--- config.mk ---
export PLATFORM = sky130hd
export DESIGN_NAME = wlsd_decoder
export DESIGN_NICKNAME = d
export VERILOG_FILES = /design/src/include/wlsd_pkg.sv /design/src/rtl/wlsd_decoder.sv
export SDC_FILE = /design/constraint.sdc
export NUM_CORES = 1
export LEC_CHECK = 0
export ABC_AREA = 1
export ABC_CLOCK_PERIOD_IN_PS = 800
export BUFFER_PORTS_ARGS = -buffer_cell sky130_fd_sc_hd__buf_2
export CAP_MARGIN = 20
export CELL_PAD_IN_SITES_DETAIL_PLACEMENT = 0
export CELL_PAD_IN_SITES_GLOBAL_PLACEMENT = 1
export CORE_UTILIZATION = 33
export CTS_BUF_LIST = sky130_fd_sc_hd__clkbuf_16
export CTS_CLUSTER_SIZE = 14
export DETAILED_ROUTE_END_ITERATION = 10
export GPL_ROUTABILITY_DRIVEN = 0
export PLACE_DENSITY_LB_ADDON = 0.1
export SLEW_MARGIN = 30
export SYNTH_ARGS = -nofsm -noshare
export SYNTH_HDL_FRONTEND = slang
export SYNTH_SLANG_ARGS = --single-unit
export TNS_END_PERCENT = 20
--- constraint.sdc ---
create_clock -name CORE_CLK_I -period 0.8 [get_ports CORE_CLK_I]
set_clock_uncertainty 0.1 [all_clocks]
set_input_delay 0.08 -clock CORE_CLK_I [delete_from_list [all_inputs] [get_ports CORE_CLK_I]]
set_output_delay 0.08 -clock CORE_CLK_I [all_outputs]
set_load 0.005 [all_outputs]
--- src/include/wlsd_pkg.sv ---
// Package for the wide load/store decoder: field positions, group
// patterns and the decoded-operation carrier.
// Assumes a 32-bit instruction with the first halfword in bits 31:16.
package wlsd_pkg;

  // ***************************************************
  // Field positions
  // ***************************************************
  localparam int GRP_HI = 31;
  localparam int LS_GRP_LO = 25;
  localparam int LSM_MID_LO = 22;
  localparam int DX_MID_BIT = 22;
  localparam int LD_GRP_LO = 25;
  localparam int MAJ_HI = 24;
  localparam int MAJ_LO = 23;
  localparam int LFLAG_BIT = 20;
  localparam int WB_BIT = 21;
  localparam int MIN2_HI = 21;
  localparam int MIN2_LO = 20;
  localparam int BASE_HI = 19;
  localparam int BASE_LO = 16;
  localparam int XFER_HI = 15;
  localparam int XFER_LO = 12;
  localparam int MIN6_HI = 11;
  localparam int MIN6_LO = 6;
  localparam int SUB_HI = 7;
  localparam int SUB_LO = 4;
  localparam int LD_SUB_HI = 22;
  localparam int LD_SUB_LO = 20;

  // ***************************************************
  // Group patterns
  // ***************************************************
  localparam logic [6:0] LS_GRP_PAT = 7'h74;
  localparam logic [6:0] LD_GRP_PAT = 7'h7C;
  localparam logic [2:0] WORD_SUB = 3'h5;
  localparam logic [2:0] HALF_SUB = 3'h3;
  localparam logic [3:0] PC_REG = 4'hF;
  localparam logic [4:0] STACK_WB_BASE = 5'h1D;
  localparam logic [3:0] SUB_BYTE_TBL = 4'h0;
  localparam logic [3:0] SUB_HALF_TBL = 4'h1;
  localparam logic [3:0] SUB_EX_BYTE = 4'h4;
  localparam logic [3:0] SUB_EX_HALF = 4'h5;

  // ***************************************************
  // Operation classes
  // ***************************************************
  typedef enum logic [4:0] {
    OP_NONE = 5'h00,
    OP_STORE_MULTIPLE_INC_AFTER = 5'h01,
    OP_LOAD_MULTIPLE_INC_AFTER = 5'h02,
    OP_STACK_RESTORE = 5'h03,
    OP_STORE_MULTIPLE_DEC_BEFORE = 5'h04,
    OP_STACK_SAVE = 5'h05,
    OP_LOAD_MULTIPLE_DEC_BEFORE = 5'h06,
    OP_EXCLUSIVE_WORD_STORE = 5'h07,
    OP_EXCLUSIVE_WORD_LOAD = 5'h08,
    OP_EXCLUSIVE_BYTE_STORE = 5'h09,
    OP_EXCLUSIVE_HALF_STORE = 5'h0A,
    OP_EXCLUSIVE_BYTE_LOAD = 5'h0B,
    OP_EXCLUSIVE_HALF_LOAD = 5'h0C,
    OP_PAIRED_REGISTER_STORE = 5'h0D,
    OP_PAIRED_REGISTER_LOAD = 5'h0E,
    OP_BYTE_TABLE_BRANCH = 5'h0F,
    OP_HALF_TABLE_BRANCH = 5'h10,
    OP_WORD_LOAD = 5'h11,
    OP_UNSIGNED_HALF_LOAD = 5'h12,
    OP_SIGNED_HALF_LOAD = 5'h13
  } wlsd_op_t;

  typedef enum logic [1:0] {
    AM_NONE = 2'h0,
    AM_IMMEDIATE = 2'h1,
    AM_REGISTER = 2'h2,
    AM_LITERAL = 2'h3
  } wlsd_addr_t;

  typedef struct packed {
    wlsd_op_t op;
    wlsd_addr_t addr;
    logic unpriv;
    logic nop;
    logic undef;
    logic unpred;
    logic mem_en;
    logic wb_en;
  } wlsd_dec_t;

  localparam wlsd_dec_t DEC_RESET = '{OP_NONE, AM_NONE, 1'b0, 1'b0,
                                      1'b0, 1'b0, 1'b0, 1'b0};

endpackage : wlsd_pkg

--- src/rtl/wlsd_decoder.sv ---
// Decoder for the wide load/store, dual/exclusive and load word and
// halfword groups; result registered into the execute stage.
// Assumes the fetch stage presents a whole 32-bit word each cycle.
//
// Overview of operation
// - Opcode 01, load 0: store multiple, increment after.
// - Opcode 01, load 1, writeback-plus-base not 11101: load multiple increment after.
// - Opcode 01, load 1, writeback-plus-base 11101: stack restore.
// - Opcode 10, load 0, not 11101: store multiple decrement before.
// - Opcode 10, load 0, writeback-plus-base 11101: stack save.
// - Opcode 10, load 1: load multiple decrement before, any base.
// - Unallocated combinations in each group are flagged undefined.
// - Dual group store-exclusive word, byte and halfword encodings.
// - Dual group load-exclusive word, byte and halfword encodings.
// - Major 0x minor 10, or 1x minor x0: paired store.
// - Major 0x minor 11, or 1x minor x1: paired load.
// - Major 01 minor 01: byte table branch 0000, half 0001.
// - Word group, base not PC: immediate-offset word load forms.
// - Word group, major 00 minor 000000: register-offset word load.
// - Word group, base PC, major 0x: literal word load.
// - Word and half groups, minor 1110xx: unprivileged load.
// - Half group, base PC, transfer not PC: literal load by sign.
// - Half group: unsigned immediate and register-offset loads.
// - Half group: signed immediate, register and unprivileged loads.
// - Half group, transfer PC: listed cases are no-operation hints.
// - Half group, transfer PC, minor 1xx1xx or 1110xx: unpredictable.
`timescale 1ns/10ps
module wlsd_decoder (
  input wire logic CORE_CLK_I,
  input wire logic RST_N_I,
  input wire logic INSTR_VALID_I,
  input wire logic [31:0] INSTR_I,
  output wlsd_pkg::wlsd_dec_t DEC_O,
  output logic DEC_VALID_O,
  output logic UNDEF_EXC_REQ_O
);

  // ***************************************************
  // Fields
  // ***************************************************
  logic [1:0] maj;
  logic [1:0] min2;
  logic [5:0] min6;
  logic [3:0] sub;
  logic [3:0] base;
  logic [3:0] xfer;
  logic [4:0] wb_base;
  logic grp_lsm;
  logic grp_dx;
  logic grp_word;
  logic grp_half;
  logic base_pc;
  logic xfer_pc;
  logic m_imm;
  logic m_reg;
  logic m_unp;
  logic m_hint;
  wlsd_pkg::wlsd_dec_t dec;

  assign maj = INSTR_I[wlsd_pkg::MAJ_HI:wlsd_pkg::MAJ_LO];
  assign min2 = INSTR_I[wlsd_pkg::MIN2_HI:wlsd_pkg::MIN2_LO];
  assign min6 = INSTR_I[wlsd_pkg::MIN6_HI:wlsd_pkg::MIN6_LO];
  assign sub = INSTR_I[wlsd_pkg::SUB_HI:wlsd_pkg::SUB_LO];
  assign base = INSTR_I[wlsd_pkg::BASE_HI:wlsd_pkg::BASE_LO];
  assign xfer = INSTR_I[wlsd_pkg::XFER_HI:wlsd_pkg::XFER_LO];
  // Writeback bit joined to base; the load flag sits between them
  assign wb_base = {INSTR_I[wlsd_pkg::WB_BIT], base};
  assign base_pc = (base == wlsd_pkg::PC_REG);
  assign xfer_pc = (xfer == wlsd_pkg::PC_REG);
  // Shared group prefix; bit 22 splits multiple from dual/exclusive
  assign grp_lsm = (INSTR_I[wlsd_pkg::GRP_HI:wlsd_pkg::LS_GRP_LO]
                    == wlsd_pkg::LS_GRP_PAT)
                   && !INSTR_I[wlsd_pkg::DX_MID_BIT];
  assign grp_dx = (INSTR_I[wlsd_pkg::GRP_HI:wlsd_pkg::LS_GRP_LO]
                   == wlsd_pkg::LS_GRP_PAT)
                  && INSTR_I[wlsd_pkg::DX_MID_BIT];
  assign grp_word = (INSTR_I[wlsd_pkg::GRP_HI:wlsd_pkg::LD_GRP_LO]
                     == wlsd_pkg::LD_GRP_PAT)
                    && (INSTR_I[wlsd_pkg::LD_SUB_HI:wlsd_pkg::LD_SUB_LO]
                        == wlsd_pkg::WORD_SUB);
  assign grp_half = (INSTR_I[wlsd_pkg::GRP_HI:wlsd_pkg::LD_GRP_LO]
                     == wlsd_pkg::LD_GRP_PAT)
                    && (INSTR_I[wlsd_pkg::LD_SUB_HI:wlsd_pkg::LD_SUB_LO]
                        == wlsd_pkg::HALF_SUB);
  // Minor opcode classes shared by word and half groups
  assign m_imm = (min6[5] && min6[2]) || (min6[5:2] == 4'hC);
  assign m_reg = (min6 == 6'h00);
  assign m_unp = (min6[5:2] == 4'hE);
  assign m_hint = m_reg || (min6[5:2] == 4'hC);

  // ***************************************************
  // Combinational decode
  // ***************************************************
  always_comb begin
    dec = wlsd_pkg::DEC_RESET;
    dec.undef = 1'b1;
    if (grp_lsm) begin
      unique case (maj)
        2'b01: begin
          dec.undef = 1'b0;
          if (!INSTR_I[wlsd_pkg::LFLAG_BIT]) begin
            dec.op = wlsd_pkg::OP_STORE_MULTIPLE_INC_AFTER;
          end else if (wb_base != wlsd_pkg::STACK_WB_BASE) begin
            dec.op = wlsd_pkg::OP_LOAD_MULTIPLE_INC_AFTER;
          end else begin
            dec.op = wlsd_pkg::OP_STACK_RESTORE;
          end
        end
        2'b10: begin
          dec.undef = 1'b0;
          if (INSTR_I[wlsd_pkg::LFLAG_BIT]) begin
            dec.op = wlsd_pkg::OP_LOAD_MULTIPLE_DEC_BEFORE;
          end else if (wb_base != wlsd_pkg::STACK_WB_BASE) begin
            dec.op = wlsd_pkg::OP_STORE_MULTIPLE_DEC_BEFORE;
          end else begin
            dec.op = wlsd_pkg::OP_STACK_SAVE;
          end
        end
        default: dec.undef = 1'b1;
      endcase
    end else if (grp_dx) begin
      dec.undef = 1'b0;
      if ((!maj[1] && min2 == 2'b10) || (maj[1] && !min2[0])) begin
        dec.op = wlsd_pkg::OP_PAIRED_REGISTER_STORE;
        dec.addr = wlsd_pkg::AM_IMMEDIATE;
      end else if ((!maj[1] && min2 == 2'b11) || (maj[1] && min2[0])) begin
        dec.op = wlsd_pkg::OP_PAIRED_REGISTER_LOAD;
        dec.addr = base_pc ? wlsd_pkg::AM_LITERAL : wlsd_pkg::AM_IMMEDIATE;
      end else if (maj == 2'b00) begin
        dec.op = min2[0] ? wlsd_pkg::OP_EXCLUSIVE_WORD_LOAD
                         : wlsd_pkg::OP_EXCLUSIVE_WORD_STORE;
        dec.addr = wlsd_pkg::AM_IMMEDIATE;
      end else if (!min2[0] && sub == wlsd_pkg::SUB_EX_BYTE) begin
        dec.op = wlsd_pkg::OP_EXCLUSIVE_BYTE_STORE;
      end else if (!min2[0] && sub == wlsd_pkg::SUB_EX_HALF) begin
        dec.op = wlsd_pkg::OP_EXCLUSIVE_HALF_STORE;
      end else if (min2[0] && sub == wlsd_pkg::SUB_EX_BYTE) begin
        dec.op = wlsd_pkg::OP_EXCLUSIVE_BYTE_LOAD;
      end else if (min2[0] && sub == wlsd_pkg::SUB_EX_HALF) begin
        dec.op = wlsd_pkg::OP_EXCLUSIVE_HALF_LOAD;
      end else if (min2[0] && sub == wlsd_pkg::SUB_BYTE_TBL) begin
        dec.op = wlsd_pkg::OP_BYTE_TABLE_BRANCH;
        dec.addr = wlsd_pkg::AM_REGISTER;
      end else if (min2[0] && sub == wlsd_pkg::SUB_HALF_TBL) begin
        dec.op = wlsd_pkg::OP_HALF_TABLE_BRANCH;
        dec.addr = wlsd_pkg::AM_REGISTER;
      end else begin
        dec.undef = 1'b1;
      end
    end else if (grp_word) begin
      dec.op = wlsd_pkg::OP_WORD_LOAD;
      if (base_pc && !maj[1]) begin
        dec.undef = 1'b0;
        dec.addr = wlsd_pkg::AM_LITERAL;
      end else if (!base_pc && maj == 2'b01) begin
        dec.undef = 1'b0;
        dec.addr = wlsd_pkg::AM_IMMEDIATE;
      end else if (!base_pc && maj == 2'b00) begin
        dec.undef = !(m_imm || m_reg || m_unp);
        dec.addr = m_reg ? wlsd_pkg::AM_REGISTER
                         : wlsd_pkg::AM_IMMEDIATE;
        dec.unpriv = m_unp;
      end else begin
        dec.op = wlsd_pkg::OP_NONE;
      end
    end else if (grp_half) begin
      dec.undef = 1'b0;
      if (xfer_pc) begin
        // Hints keep no side effect; unpredictable forms are trapped
        if (base_pc || maj[0] || m_hint) begin
          dec.nop = 1'b1;
        end else if (m_imm || m_unp) begin
          dec.unpred = 1'b1;
          dec.undef = 1'b1;
        end else begin
          dec.undef = 1'b1;
        end
      end else begin
        dec.op = maj[1] ? wlsd_pkg::OP_SIGNED_HALF_LOAD
                        : wlsd_pkg::OP_UNSIGNED_HALF_LOAD;
        if (base_pc) begin
          dec.addr = wlsd_pkg::AM_LITERAL;
        end else if (maj[0] || m_imm) begin
          dec.addr = wlsd_pkg::AM_IMMEDIATE;
        end else if (m_reg) begin
          dec.addr = wlsd_pkg::AM_REGISTER;
        end else if (m_unp) begin
          dec.addr = wlsd_pkg::AM_IMMEDIATE;
          dec.unpriv = 1'b1;
        end else begin
          dec.op = wlsd_pkg::OP_NONE;
          dec.undef = 1'b1;
        end
      end
    end
    // No access and no writeback for undefined or hint forms
    if (dec.undef) begin
      dec.op = wlsd_pkg::OP_NONE;
      dec.addr = wlsd_pkg::AM_NONE;
      dec.unpriv = 1'b0;
    end
    dec.mem_en = !dec.undef && !dec.nop
                 && dec.op != wlsd_pkg::OP_NONE;
    dec.wb_en = dec.mem_en
                && dec.op != wlsd_pkg::OP_PAIRED_REGISTER_STORE
                && dec.op != wlsd_pkg::OP_EXCLUSIVE_WORD_STORE
                && dec.op != wlsd_pkg::OP_EXCLUSIVE_BYTE_STORE
                && dec.op != wlsd_pkg::OP_EXCLUSIVE_HALF_STORE
                && dec.op != wlsd_pkg::OP_BYTE_TABLE_BRANCH
                && dec.op != wlsd_pkg::OP_HALF_TABLE_BRANCH
                && dec.op != wlsd_pkg::OP_STORE_MULTIPLE_INC_AFTER
                && dec.op != wlsd_pkg::OP_STORE_MULTIPLE_DEC_BEFORE
                && dec.op != wlsd_pkg::OP_STACK_SAVE;
  end

  // ***************************************************
  // Pipeline register
  // ***************************************************
  always_ff @(posedge CORE_CLK_I or negedge RST_N_I) begin
    if (!RST_N_I) begin
      DEC_O <= wlsd_pkg::DEC_RESET;
      DEC_VALID_O <= 1'b0;
      UNDEF_EXC_REQ_O <= 1'b0;
    end else begin
      DEC_O <= INSTR_VALID_I ? dec : wlsd_pkg::DEC_RESET;
      DEC_VALID_O <= INSTR_VALID_I;
      UNDEF_EXC_REQ_O <= INSTR_VALID_I && dec.undef;
    end
  end

endmodule : wlsd_decoder

* Yosys cells after proc, flatten, opt, wreduce, memory -nomap -nowiden
Index checks and enable logic that the tools add are counted.
** Storage, ports and cells
- Memories kept :: 0
- Word-level logic and storage cells :: 180
- Bits in latches :: 0
- Bits in read-only memories :: 0
- Bits in registers :: 15
- Input bits :: 35
- RAM bits :: 0
** Operators by class
- Multiplexer cells :: 93
- Multipliers :: 0
- Reduce and logical (&&, ||, !) cells :: 52
- Eq/ne operators :: 25
- Order comparisons :: 0
- Bitwise gates (word level) :: 0
- Shift-type cells :: 0
- Divide/modulo/power cells :: 0
- Add/subtract/negate cells :: 0
** Operators by type and width (number)
- two-way mux 5 bit :: 12
- two-way mux 2 bit :: 21
- two-way mux 7 bit :: 6
- two-way mux 1 bit :: 37
- logical AND 1 bit :: 30
- two-way mux 3 bit :: 9
- two-way mux 8 bit :: 3
- != test 5 x 4 -> 1 bit (second input constant) :: 4
- equality test 4 bit (second input constant) :: 4
- != test 5 x 3 -> 1 bit (second input constant) :: 3
- equality test 7 bit (second input constant) :: 2
- two-way mux 13 bit :: 1
- two-way mux 11 bit :: 1
- logical OR 1 bit :: 10
- != test 5 bit (second input constant) :: 2
- equality test 4 x 3 -> 1 bit (second input constant) :: 2
- two-way mux 4 bit :: 2
- zero test 1 bit :: 7
- equality test 2 bit (second input constant) :: 3
- zero test 6 bit :: 1
- case mux 3 bit (2 select lines) :: 1
- != test 5 x 1 -> 1 bit (second input constant) :: 1
- nonzero test 5 bit :: 1
- equality test 4 x 1 -> 1 bit (second input constant) :: 1
- 6 further kinds :: 6

* Logic depth before layout (Yosys ltp)
Gate-level depths: netlist (run 1).
- Word-level depth :: 31
- Depth in mapped cells :: 15
- Gate-level depth less buffers :: 15

* Worst setup path after synthesis (run 1)
OpenSTA, ideal clock, no wires.
- Kind :: input-to-reg
- Start point :: in INSTR_I[23]
- End point :: reg DEC_O[1] in the netlist's numbering
- Setup time :: 0.129 ns
- Slack :: -0.689 ns
- Data arrival time :: 1.260 ns
- Cell stages on the path :: 12
- Data required time :: 0.571 ns
- Cell sequence :: inv_1 > ha_1 > inv_1 > nand2_1 > nor2_1 > a21oi_2 > nand2_2 > inv_2 > nand2_4 > nor2_4 > nand2_2 > o21ai_0
** Between the ends
- Cells in the longest elaborated chain, start to end :: 17
** Ends and longest elaborated chain
- start, declared :: line wlsd_decoder.sv:32 : input wire logic [31:0] INSTR_I,
- logical OR 1 bit (2 in series) :: line wlsd_decoder.sv:170 : if (base_pc || maj[0] || m_hint) begin
- two-way mux 2 bit :: line wlsd_decoder.sv:170
- two-way mux 2 bit :: line wlsd_decoder.sv:168 : if (xfer_pc) begin
- two-way mux 2 bit :: line wlsd_decoder.sv:166 : end else if (grp_half) begin
- two-way mux 2 bit :: line wlsd_decoder.sv:150 : end else if (grp_word) begin
- two-way mux 2 bit :: line wlsd_decoder.sv:121 : end else if (grp_dx) begin
- two-way mux 2 bit :: line wlsd_decoder.sv:97 : if (grp_lsm) begin
- two-way mux 1 bit :: line wlsd_decoder.sv:168
- two-way mux 11 bit :: line wlsd_decoder.sv:166
- two-way mux 1 bit :: line wlsd_decoder.sv:150
- two-way mux 1 bit :: line wlsd_decoder.sv:121
- two-way mux 1 bit :: line wlsd_decoder.sv:97
- two-way mux 8 bit or zero test 1 bit (tied branches) :: line wlsd_decoder.sv:197, wlsd_decoder.sv:202
- nonzero test 5 bit or logical AND 1 bit (tied branches) :: line wlsd_decoder.sv:203, wlsd_decoder.sv:202
- logical AND 1 bit (*) :: line wlsd_decoder.sv:203 : && dec.op != wlsd_pkg::OP_NONE;
- two-way mux 13 bit (*) :: line wlsd_decoder.sv:225 : DEC_O <= INSTR_VALID_I ? dec : wlsd_pkg::DEC_RESET;
- end signal, assigned :: line wlsd_decoder.sv:221 : DEC_O <= wlsd_pkg::DEC_RESET;
- end signal, assigned :: line wlsd_decoder.sv:225
- end, declared :: line wlsd_decoder.sv:33 : output wlsd_pkg::wlsd_dec_t DEC_O,
Every way passes the cells marked *; elsewhere a longest branch is shown, timed or not. The select of a mux whose other input is x is not followed.

* Worst setup path after layout (run 1)
- Start point :: in INSTR_I[7]
- End point :: reg DEC_O[1] in the netlist's numbering
** Between the ends
- Cells in the longest elaborated chain, start to end :: 18
** Ends and longest elaborated chain
- zero test 6 bit :: line wlsd_decoder.sv:87 : assign m_reg = (min6 == 6'h00);
- logical OR 1 bit :: line wlsd_decoder.sv:89 : assign m_hint = m_reg || (min6[5:2] == 4'hC);
- logical OR 1 bit :: line wlsd_decoder.sv:170
- two-way mux 2 bit :: line wlsd_decoder.sv:170
- two-way mux 2 bit :: line wlsd_decoder.sv:168
- two-way mux 2 bit :: line wlsd_decoder.sv:166
- two-way mux 2 bit :: line wlsd_decoder.sv:150
- two-way mux 2 bit :: line wlsd_decoder.sv:121
- (+2 left out)
- two-way mux 11 bit :: line wlsd_decoder.sv:166
- two-way mux 1 bit :: line wlsd_decoder.sv:150
- two-way mux 1 bit :: line wlsd_decoder.sv:121
- two-way mux 1 bit :: line wlsd_decoder.sv:97
- two-way mux 8 bit or zero test 1 bit (tied branches) :: line wlsd_decoder.sv:197, wlsd_decoder.sv:202
- nonzero test 5 bit or logical AND 1 bit (tied branches) :: line wlsd_decoder.sv:203, wlsd_decoder.sv:202
- logical AND 1 bit (*) :: line wlsd_decoder.sv:203
- two-way mux 13 bit (*) :: line wlsd_decoder.sv:225
Marks and branches as above.

==> results of run 1 <==
## cells by family after synthesis
logic type	count (synthesis)	share of synthesized area [%]
DFF	14	26.9
buffers and inverters	37	11.5
AOI/OAI and AO/OA	24	11.6
and+or+nand+nor	128	47.1
adders and majority gates	3	2.88
## Yosys cell counts (2+ instances only)
| cell | number | area (µm²) |
|---|---|---|
| nand2_1 | 45 | 169 |
| nor2_1 | 37 | 139 |
| inv_1 | 32 | 120 |
| nand3_1 | 18 | 90.1 |
| dfrtp_1 | 14 | 350 |
| a21oi_1 | 7 | 35.0 |
| o21ai_0 | 7 | 35.0 |
| nand2_2 | 6 | 37.5 |
| nor2_2 | 4 | 25.0 |
| ha_1 | 3 | 37.5 |
| inv_2 | 3 | 11.3 |
| nand3_2 | 3 | 30.0 |
| nand3b_1 | 3 | 22.5 |
| nand4_1 | 3 | 18.8 |
| o211ai_1 | 3 | 22.5 |
| a21oi_2 | 2 | 17.5 |
| nand2_4 | 2 | 22.5 |
| nor2_4 | 2 | 22.5 |
| nor4_1 | 2 | 12.5 |
## repair_timing
| item | in CTS | in global routing |
|---|---|---|
| gates resized for setup | 58 | 48 |
| pin swaps | 26 | 36 |
| endpoints found under the hold margin | 15 | 0 |
| setup endpoints to repair | 28 | 28 |
| setup buffers | 12 | 5 |
| hold buffers | 2 | 0 |
## metal layers
layer,track usage (%),up-vias
met5,0,-
met4,6.67,0
met3,2.64,11
met2,39.5,50
met1,24.0,788
li1,-,889
## area by class of cell
class | count | area, µm² | area share (%)
clock buffer | 3 | 75.1 | 2.91
inverter | 35 | 144 | 5.58
multi-input combinational | 155 | 1120 | 43.3
tap | 48 | 60.1 | 2.33
sequential | 14 | 350 | 13.6
timing repair buffer | 113 | 832 | 32.3
## power breakdown
group | switching, mW | leakage [nW] | internal, mW
sequential | 0.00151 | 0.191 | 0.716
combinational | 0.331 | 1.10 | 0.318
clock | 0.247 | 0.0370 | 0.650
## stage by stage
| stage | instances | instance area [µm²] |
|---|---|---|
| floorplan | 206 | 1340 |
| global placement | 346 | 1970 |
| detailed placement | 346 | 1970 |
| CTS | 363 | 2350 |
| global route | 368 | 2580 |
| finish | 368 | 2580 |
## worst paths after layout
kind | end | slack [ns] | cells after the start
max | DEC_O[1] | -0.60 | 13
min | DEC_O[6] | 0.05 | 3
max in group asynchronous | DEC_O[0] | 0.22 | 2
min in group asynchronous | DEC_O[5] | 0.16 | 2
## placed cells by master, fill, tap and decap left out, types with 2 or more instances in the layout
| cell | n |
|---|---|
| dlygate4sd3_1 | 2 |
| nor2_1 | 20 |
| nand3_4 | 4 |
| nand4_1 | 3 |
| dfrtp_1 | 14 |
| nand3b_1 | 3 |
| buf_2 | 34 |
| nand3_1 | 9 |
| nand2_1 | 33 |
| nand2_4 | 5 |
| clkbuf_16 | 3 |
| ha_4 | 2 |
| inv_1 | 19 |
| o21ai_0 | 2 |
| buf_6 | 15 |
| a21oi_1 | 3 |
| nand3_2 | 8 |
| nor2_4 | 13 |
| nand2_2 | 14 |
| o21ai_1 | 6 |
| a21oi_2 | 6 |
| o211ai_1 | 3 |
| inv_4 | 3 |
| inv_2 | 12 |
| buf_4 | 61 |
| nor2_2 | 10 |
## critical path: cells and delay by family
kind / cells / cell delay [ns]
compound gates: 2 / 0.37
simple gates: 4 / 0.28
buf+inv: 7 / 0.72
## registers in the layout, summed over array words and instances (netlist names)
| signal | flops |
|---|---|
| DEC_O | 12 |
| UNDEF_EXC_REQ_O | 1 |
| DEC_VALID_O | 1 |
==> flow_metrics.tcl, run 1 <==
set metrics [dict create \
    fmax_ghz 0.714 \
    portBuffers 45 \
    powerDensity_nw_per_um2 879 \
    total_power_mw 2.26 \
    dp_hpwl_um 3090 \
    dieArea_um2 4200 \
    drtIter0Drc 48 \
    die_w_um 64.8 \
    first_pass_iters 4 \
    vias 1738 \
    utilization_pct 69.4 \
    grt_pass1_vias 1635 \
    met1Wirelength_um 1720 \
    clk_path_buf_depth 2 \
    ys_ff_latch 14 \
    synth_edf_count 0 \
    rows 22 \
    worst_pin_slew_ns 0.326 \
    vias_per_cell 4.72 \
    maxCapViolations 0 \
    ys_warn_count 0 \
    ys_seq_area_share_pct 26.9 \
    timing.hold.ws_ns 0.0494 \
    ys_types 29 \
    die_height_um 64.8 \
    crit_start "INSTR_I[7]" \
    hp-class "in -> reg" \
    finalHoldViolations 0 \
    violations "negative setup slack" \
    status "finished with violations" \
    crit_arrival_ns 1.46 \
    wire_per_inst_um 11.6 \
    h-tree-depth 1 \
    fill_cells 316 \
    synth_nets 244 \
    wl_um 4270 \
    synth-main-ff-cell "dfrtp_1" \
    worstSetupEndpointType "register" \
    setup_violations 28 \
    clk_pin_slew_worst_paths_ns 0.04 \
    coreArea_um2 3720 \
    slowest_stage "a21oi_2" \
    wl_met3_um 159 \
    startpoint_type "input port" \
    slew_viol_final 0 \
    criticalPathCategory "in -> reg" \
    io-pin-count 50 \
    setup_slack_ns -0.600 \
    antenna_cells 0 \
    drc 0 \
    area_growth_pct 97.9 \
    drive_above_1_share_pct 62.2 \
    timing.final.crit_share_pct 175 \
    grt_pass1_wl_um 6910 \
    grt_remaining_overflow 0 \
    dp_slack_ns -0.943 \
    syn_inst 206 \
    initial_core_util_pct 35.1 \
    antenna_found_initial 0 \
    crit_chain "buf_2 > buf_4 > inv_2 > nand3_4 > buf_6 > inv_2 > nor2_1 > a21oi_2 > nand2_4 > inv_4 > nand2_8 > buf_4 > o21ai_1" \
    syn_area_um2 1300 \
    grtUsageTotal_pct 21.0 \
    timing.final.crit_period_ns 1.40 \
    synth.avg_cell_area_um2 6.32 \
    highest_layer "met4" \
    timing.setup.tns_ns -7.02 \
    cts_buffers 3 \
    worst_ep_required_time_ns 0.86 \
    vdd_drop_max_uv 459 \
    clock_sinks 14 \
    critPathMaxStageDelay_ns 0.25 \
    relSlewSlack_pct 78.1 \
    wl_met2_um 2300 \
    path_max_fanout 5 \
    grt_max_degree 15 \
    hp-start "INSTR_VALID_I" \
    ant_nets 0 \
    cts_root_buf "clkbuf_16" \
    nets 360 \
    p_leak_nw 1.32 \
    cts_tree "yes" \
    async_flop_share_pct 100 \
    rsz0062_at_grt "yes" \
]
Power figures use the tool's default switching activity.
==> run 2, diff against run 1 <==
--- a/config.mk
+++ b/config.mk
@@ -7,7 +7,7 @@
 export LEC_CHECK = 0
 export ABC_AREA = 1
 export ABC_CLOCK_PERIOD_IN_PS = 800
-export BUFFER_PORTS_ARGS = -buffer_cell sky130_fd_sc_hd__buf_2
+export BUFFER_PORTS_ARGS = -buffer_cell sky130_fd_sc_hd__clkbuf_2
 export CAP_MARGIN = 20
 export CELL_PAD_IN_SITES_DETAIL_PLACEMENT = 0
 export CELL_PAD_IN_SITES_GLOBAL_PLACEMENT = 1
==> flow_metrics.tcl, run 2 (synthesized netlist as in run 1, its figures left out) <==
set metrics [dict create \
    status "finished with violations" \
    violations "negative setup slack" \
    comb_power_share_pct 29.5 \
    crit_chain "buf_8 > nor2_4 > buf_12 > nand3_4 > nand2_1 > inv_1 > o21ai_2 > nand2_2 > nand2_4 > nand2_4 > inv_4 > nand2_8 > nor2_4 > nand2_2 > a21oi_2" \
    worst_ep_required_time_ns 0.87 \
    slowest_stage "nor2_4" \
    fmax_ghz 0.716 \
    portBuffers 45 \
    internal-power_mw 1.73 \
    cts_tree "yes" \
    worstSetupEndpointType "register" \
    rows 22 \
    path_max_fanout 6 \
    grt_max_degree 15 \
    io-pin-count 50 \
    sw_frac_of_total_pct 25.7 \
    vias_per_cell 4.66 \
    critPathMaxStageDelay_ns 0.16 \
    area_growth_pct 103 \
    slew_viol_final 0 \
    nets 353 \
    grtUsageTotal_pct 19.7 \
    mostFrequentLayoutCells "buf_4, nand2_1, clkbuf_2" \
    p_sw_mw 0.596 \
    largest_reg_flops 12 \
    grt_remaining_overflow 0 \
    die_w_um 64.8 \
    antenna_cells 0 \
    coreArea_um2 3720 \
    ant_nets 0 \
    p_seq_share_pct 30.9 \
    drive_above_1_share_pct 62.7 \
    clk_pin_slew_worst_paths_ns 0.04 \
    startpoint_type "input port" \
    vdd_drop_max_uv 493 \
    worst_pin_slew_ns 0.333 \
    crit_arrival_ns 1.46 \
    clkPwrFrac_pct 39.5 \
    finalHoldViolations 0 \
    fin_area_um2 2640 \
    fill_cells 320 \
    h-tree-depth 1 \
    first_pass_iters 4 \
    rsz0062_at_grt "yes" \
    grt_pass1_wl_um 6420 \
    wl_um 3900 \
    die_height_um 64.8 \
    grt_pass1_vias 1520 \
    timing.final.crit_period_ns 1.40 \
    dpl-instance-area_um2 1970 \
    timing.final.crit_share_pct 175 \
    cts_buffers 3 \
    dp_hpwl_um 3030 \
    drc 0 \
    top_regs "DEC_O: 12 flops, DEC_VALID_O: 1 flops, UNDEF_EXC_REQ_O: 1 flops" \
    antenna_found_initial 0 \
    relSlewSlack_pct 77.7 \
    clock_sinks 14 \
    wire_per_inst_um 10.8 \
    criticalPathCategory "in -> reg" \
    setup_slack_ns -0.598 \
    final_common_cell "buf_4" \
    initial_core_util_pct 35.1 \
    drtIter0Drc 32 \
    powerDensity_nw_per_um2 880 \
    p_leak_nw 1.31 \
    clk_path_buf_depth 2 \
    hp-class "in -> reg" \
    timing.hold.ws_ns 0.0223 \
    vias 1688 \
    setup_violations 28 \
    maxCapViolations 0 \
    cts_root_buf "clkbuf_16" \
    dieArea_um2 4200 \
    top_register "DEC_O" \
]
## run 2: per-stage QoR
step | util [%] | std cells | power (mW) | setup TNS [ns] | setup WS [ns]
finish | 71.0 | 362 | 2.32 | -6.68 | -0.598
global route | 71.0 | 362 | 2.43 | -8.34 | -0.731
CTS | 62.2 | 355 | 2.22 | -6.59 | -0.563
detailed placement | 52.9 | 346 | 1.18 | -9.82 | -0.952
global placement | 52.9 | 346 | 1.19 | -9.71 | -0.920
floorplan | - | 206 | 0.926 | -4.79 | -0.581
## run 2: final cells by class
cell class                      instances  area [µm²]  area share [%]
Sequential cell                        14         350            13.3
Timing Repair Buffer                  106         841            31.8
Multi-Input combinational cell        155        1150            43.4
Inverter                               35         164            6.21
Clock buffer                            3        75.1            2.84
Tap cell                               48        60.1            2.27
Clock inverter                          1        3.75           0.142
## run 2: routing by layer
| layer | wire [µm] | part of all wire, % | vias up | global-route usage, % |
|---|---|---|---|---|
| met5 | 0 | 0 | - | 0 |
| met4 | 47 | 1.2 | 0 | 5.83 |
| met3 | 158 | 4.1 | 5 | 1.76 |
| met2 | 2110 | 54 | 50 | 36.5 |
| met1 | 1580 | 41 | 758 | 23.5 |
| li1 | - | - | 875 | - |
## run 2: power by group through the flow
stage | Clock, mW | Sequential [mW] | Combinational, mW
after floorplan | 0 | 0.730 | 0.196
after global placement | 0 | 0.728 | 0.457
after detailed placement | 0 | 0.728 | 0.456
after CTS | 0.935 | 0.718 | 0.571
after global routing | 0.960 | 0.718 | 0.750
final | 0.919 | 0.718 | 0.686
## run 2: timing repair
item / CTS / global route
endpoints found under the hold margin: 15 / 0
hold buffers: 2 / 0
gates cloned: 0 / 0
gates resized for setup: 52 / 79
endpoints found under the setup margin: 28 / 28
buffers inserted: 3 / 7
pin swaps: 23 / 24
## run 2: path summary, 6_finish.rpt
check / end / cells after the start / slack (ns) / from
max: DEC_O[0] / 15 / -0.60 / INSTR_I[7]
min: DEC_O[2] / 3 / 0.02 / INSTR_I[12]
max in group asynchronous: DEC_O[9] / 2 / 0.19 / RST_N_I
min in group asynchronous: DEC_O[2] / 2 / 0.17 / RST_N_I
## run 2: critical path: cells and delay by family
| family | cells | cell delay [ns] |
|---|---|---|
| compound gates | 2 | 0.24 |
| buf+inv | 4 | 0.35 |
| simple gates | 9 | 0.78 |
==> run 3, diff against run 2 <==
--- a/config.mk
+++ b/config.mk
@@ -16,7 +16,7 @@
 export CTS_CLUSTER_SIZE = 14
 export DETAILED_ROUTE_END_ITERATION = 10
 export GPL_ROUTABILITY_DRIVEN = 0
-export PLACE_DENSITY_LB_ADDON = 0.1
+export PLACE_DENSITY_LB_ADDON = 0.12
 export SLEW_MARGIN = 30
 export SYNTH_ARGS = -nofsm -noshare
 export SYNTH_HDL_FRONTEND = slang
==> flow_metrics.tcl, run 3 (synthesized netlist as in run 1, its figures left out) <==
set metrics [dict create \
    status "finished with violations" \
    violations "negative setup slack" \
    top_register "DEC_O" \
    internal-power_mw 1.71 \
    path_max_fanout 6 \
    antenna_found_initial 0 \
    coreArea_um2 3720 \
    cts_root_buf "clkbuf_16" \
    die_height_um 64.8 \
    timing.final.crit_share_pct 176 \
    timing.hold.ws_ns 0.0654 \
    worst_pin_slew_ns 0.330 \
    cts_buffers 3 \
    crit_arrival_ns 1.47 \
    hold_path_depth 3 \
    vdd_drop_max_uv 417 \
    h-tree-depth 1 \
    clk_pin_slew_worst_paths_ns 0.05 \
    fmax_ghz 0.709 \
    nets 354 \
    dieArea_um2 4200 \
    die_w_um 64.8 \
    powerDensity_nw_per_um2 898 \
    slew_viol_final 0 \
    wl_um 4150 \
    mostFrequentLayoutCells "buf_4, clkbuf_2, nand2_1" \
    total_power_mw 2.32 \
    largest_reg_flops 12 \
    p_seq_share_pct 30.9 \
    grt_pass1_wl_um 6710 \
    vias_per_cell 4.63 \
    vias 1680 \
    relSlewSlack_pct 78.0 \
    grtUsageTotal_pct 20.5 \
    grt_pass1_vias 1560 \
    first_pass_iters 4 \
    initial_core_util_pct 35.1 \
    worstSetupEndpointType "register" \
    antenna_cells 0 \
    hp-class "in -> reg" \
    worst_ep_required_time_ns 0.86 \
    clock_sinks 14 \
    fill_cells 331 \
    drc 0 \
    io-pin-count 50 \
    rows 22 \
    portBuffers 45 \
    maxCapViolations 0 \
    comb_power_share_pct 29.2 \
    final_common_cell "buf_4" \
    dp_slack_ns -0.959 \
    wire_per_inst_um 11.4 \
    timing.final.crit_period_ns 1.41 \
    clk_path_buf_depth 2 \
    clkPwrFrac_pct 39.9 \
    ant_nets 0 \
    dp_hpwl_um 3150 \
    criticalPathCategory "in -> reg" \
    rsz0062_at_grt "yes" \
    hp-start "INSTR_VALID_I" \
    grt_remaining_overflow 0 \
    grt_max_degree 15 \
    dpl.cell_count 347 \
    p_sw_mw 0.612 \
    holdPathEnd "DEC_O[2]" \
    cts_tree "yes" \
    drtIter0Drc 45 \
    area_growth_pct 98.7 \
    finalHoldViolations 0 \
    top_regs "DEC_O: 12 flops, DEC_VALID_O: 1 flops, UNDEF_EXC_REQ_O: 1 flops" \
    setup_slack_ns -0.609 \
    final_cells 363 \
    drive_above_1_share_pct 63.5 \
    sw_frac_of_total_pct 26.3 \
    setup_violations 28 \
    startpoint_type "input port" \
    p_leak_nw 1.30 \
]
## run 3: per-stage QoR
step	util (%)	cell area (µm²)	TNS, ns
3_3_place_gp	53.1	1970	-9.74
4_1_cts	63.3	2350	-6.85
3_5_place_dp	53.1	1970	-9.86
5_1_grt	69.6	2590	-8.34
6_report	69.6	2590	-6.91
2_1_floorplan	-	1340	-4.79
## run 3: metal layers
metal	vias to the layer above	part of all wire (%)	track usage [%]
met4	0	0.70	5.28
met5	-	0	0
met2	43	55	40.0
met1	756	42	23.4
met3	4	2.9	1.58
li1	877	-	-
## run 3: worst max path at each step
stage / startpoint / to / slack (ns) / cells past startpoint
after global placement: INSTR_I[23] / DEC_O[1] / -0.93 / 12
final: INSTR_I[6] / DEC_O[0] / -0.61 / 13
after detailed placement: INSTR_I[25] / DEC_O[0] / -0.96 / 13
after floorplan: INSTR_I[20] / DEC_O[0] / -0.58 / 15
after global routing: INSTR_I[6] / DEC_O[0] / -0.69 / 13
after CTS: INSTR_I[7] / DEC_O[0] / -0.58 / 15
## run 3: power groups by stage
stage / combinational [mW] / sequential (mW) / clock (mW)
final: 0.679 / 0.718 / 0.927
after global routing: 0.738 / 0.717 / 0.992
after CTS: 0.572 / 0.718 / 0.931
after detailed placement: 0.455 / 0.728 / 0
after global placement: 0.454 / 0.728 / 0
after floorplan: 0.196 / 0.730 / 0
## run 3: repair_timing
item | in CTS | in global routing
gates cloned | 0 | 0
hold buffers | 2 | 0
pin swaps | 24 | 30
endpoints found under the hold margin | 15 | 0
gates resized for setup | 58 | 61
buffers inserted | 4 | 6
setup endpoints to repair | 28 | 28
## run 3: layout make-up
cell class,instances,area [µm²],area share (%)
well taps,48,60.1,2.32
multi-input cells,155,1130,43.7
clock buffers,3,75.1,2.90
clock inverters,1,3.75,0.145
repair buffers,107,817,31.6
inverters,35,151,5.85
flip-flops and latches,14,350,13.5
## run 3: critical path, stage by stage
cell and delay (ns):
buf_8 0.10, nor2_4 0.18, buf_4 0.14, nand2_1 0.05, nor2_2 0.12, nor2_1 0.07
a21oi_2 0.20, nand2_2 0.09, inv_2 0.08, nand2_4 0.07, nor2_4 0.11, nand2_2 0.07
a21oi_2 0.11
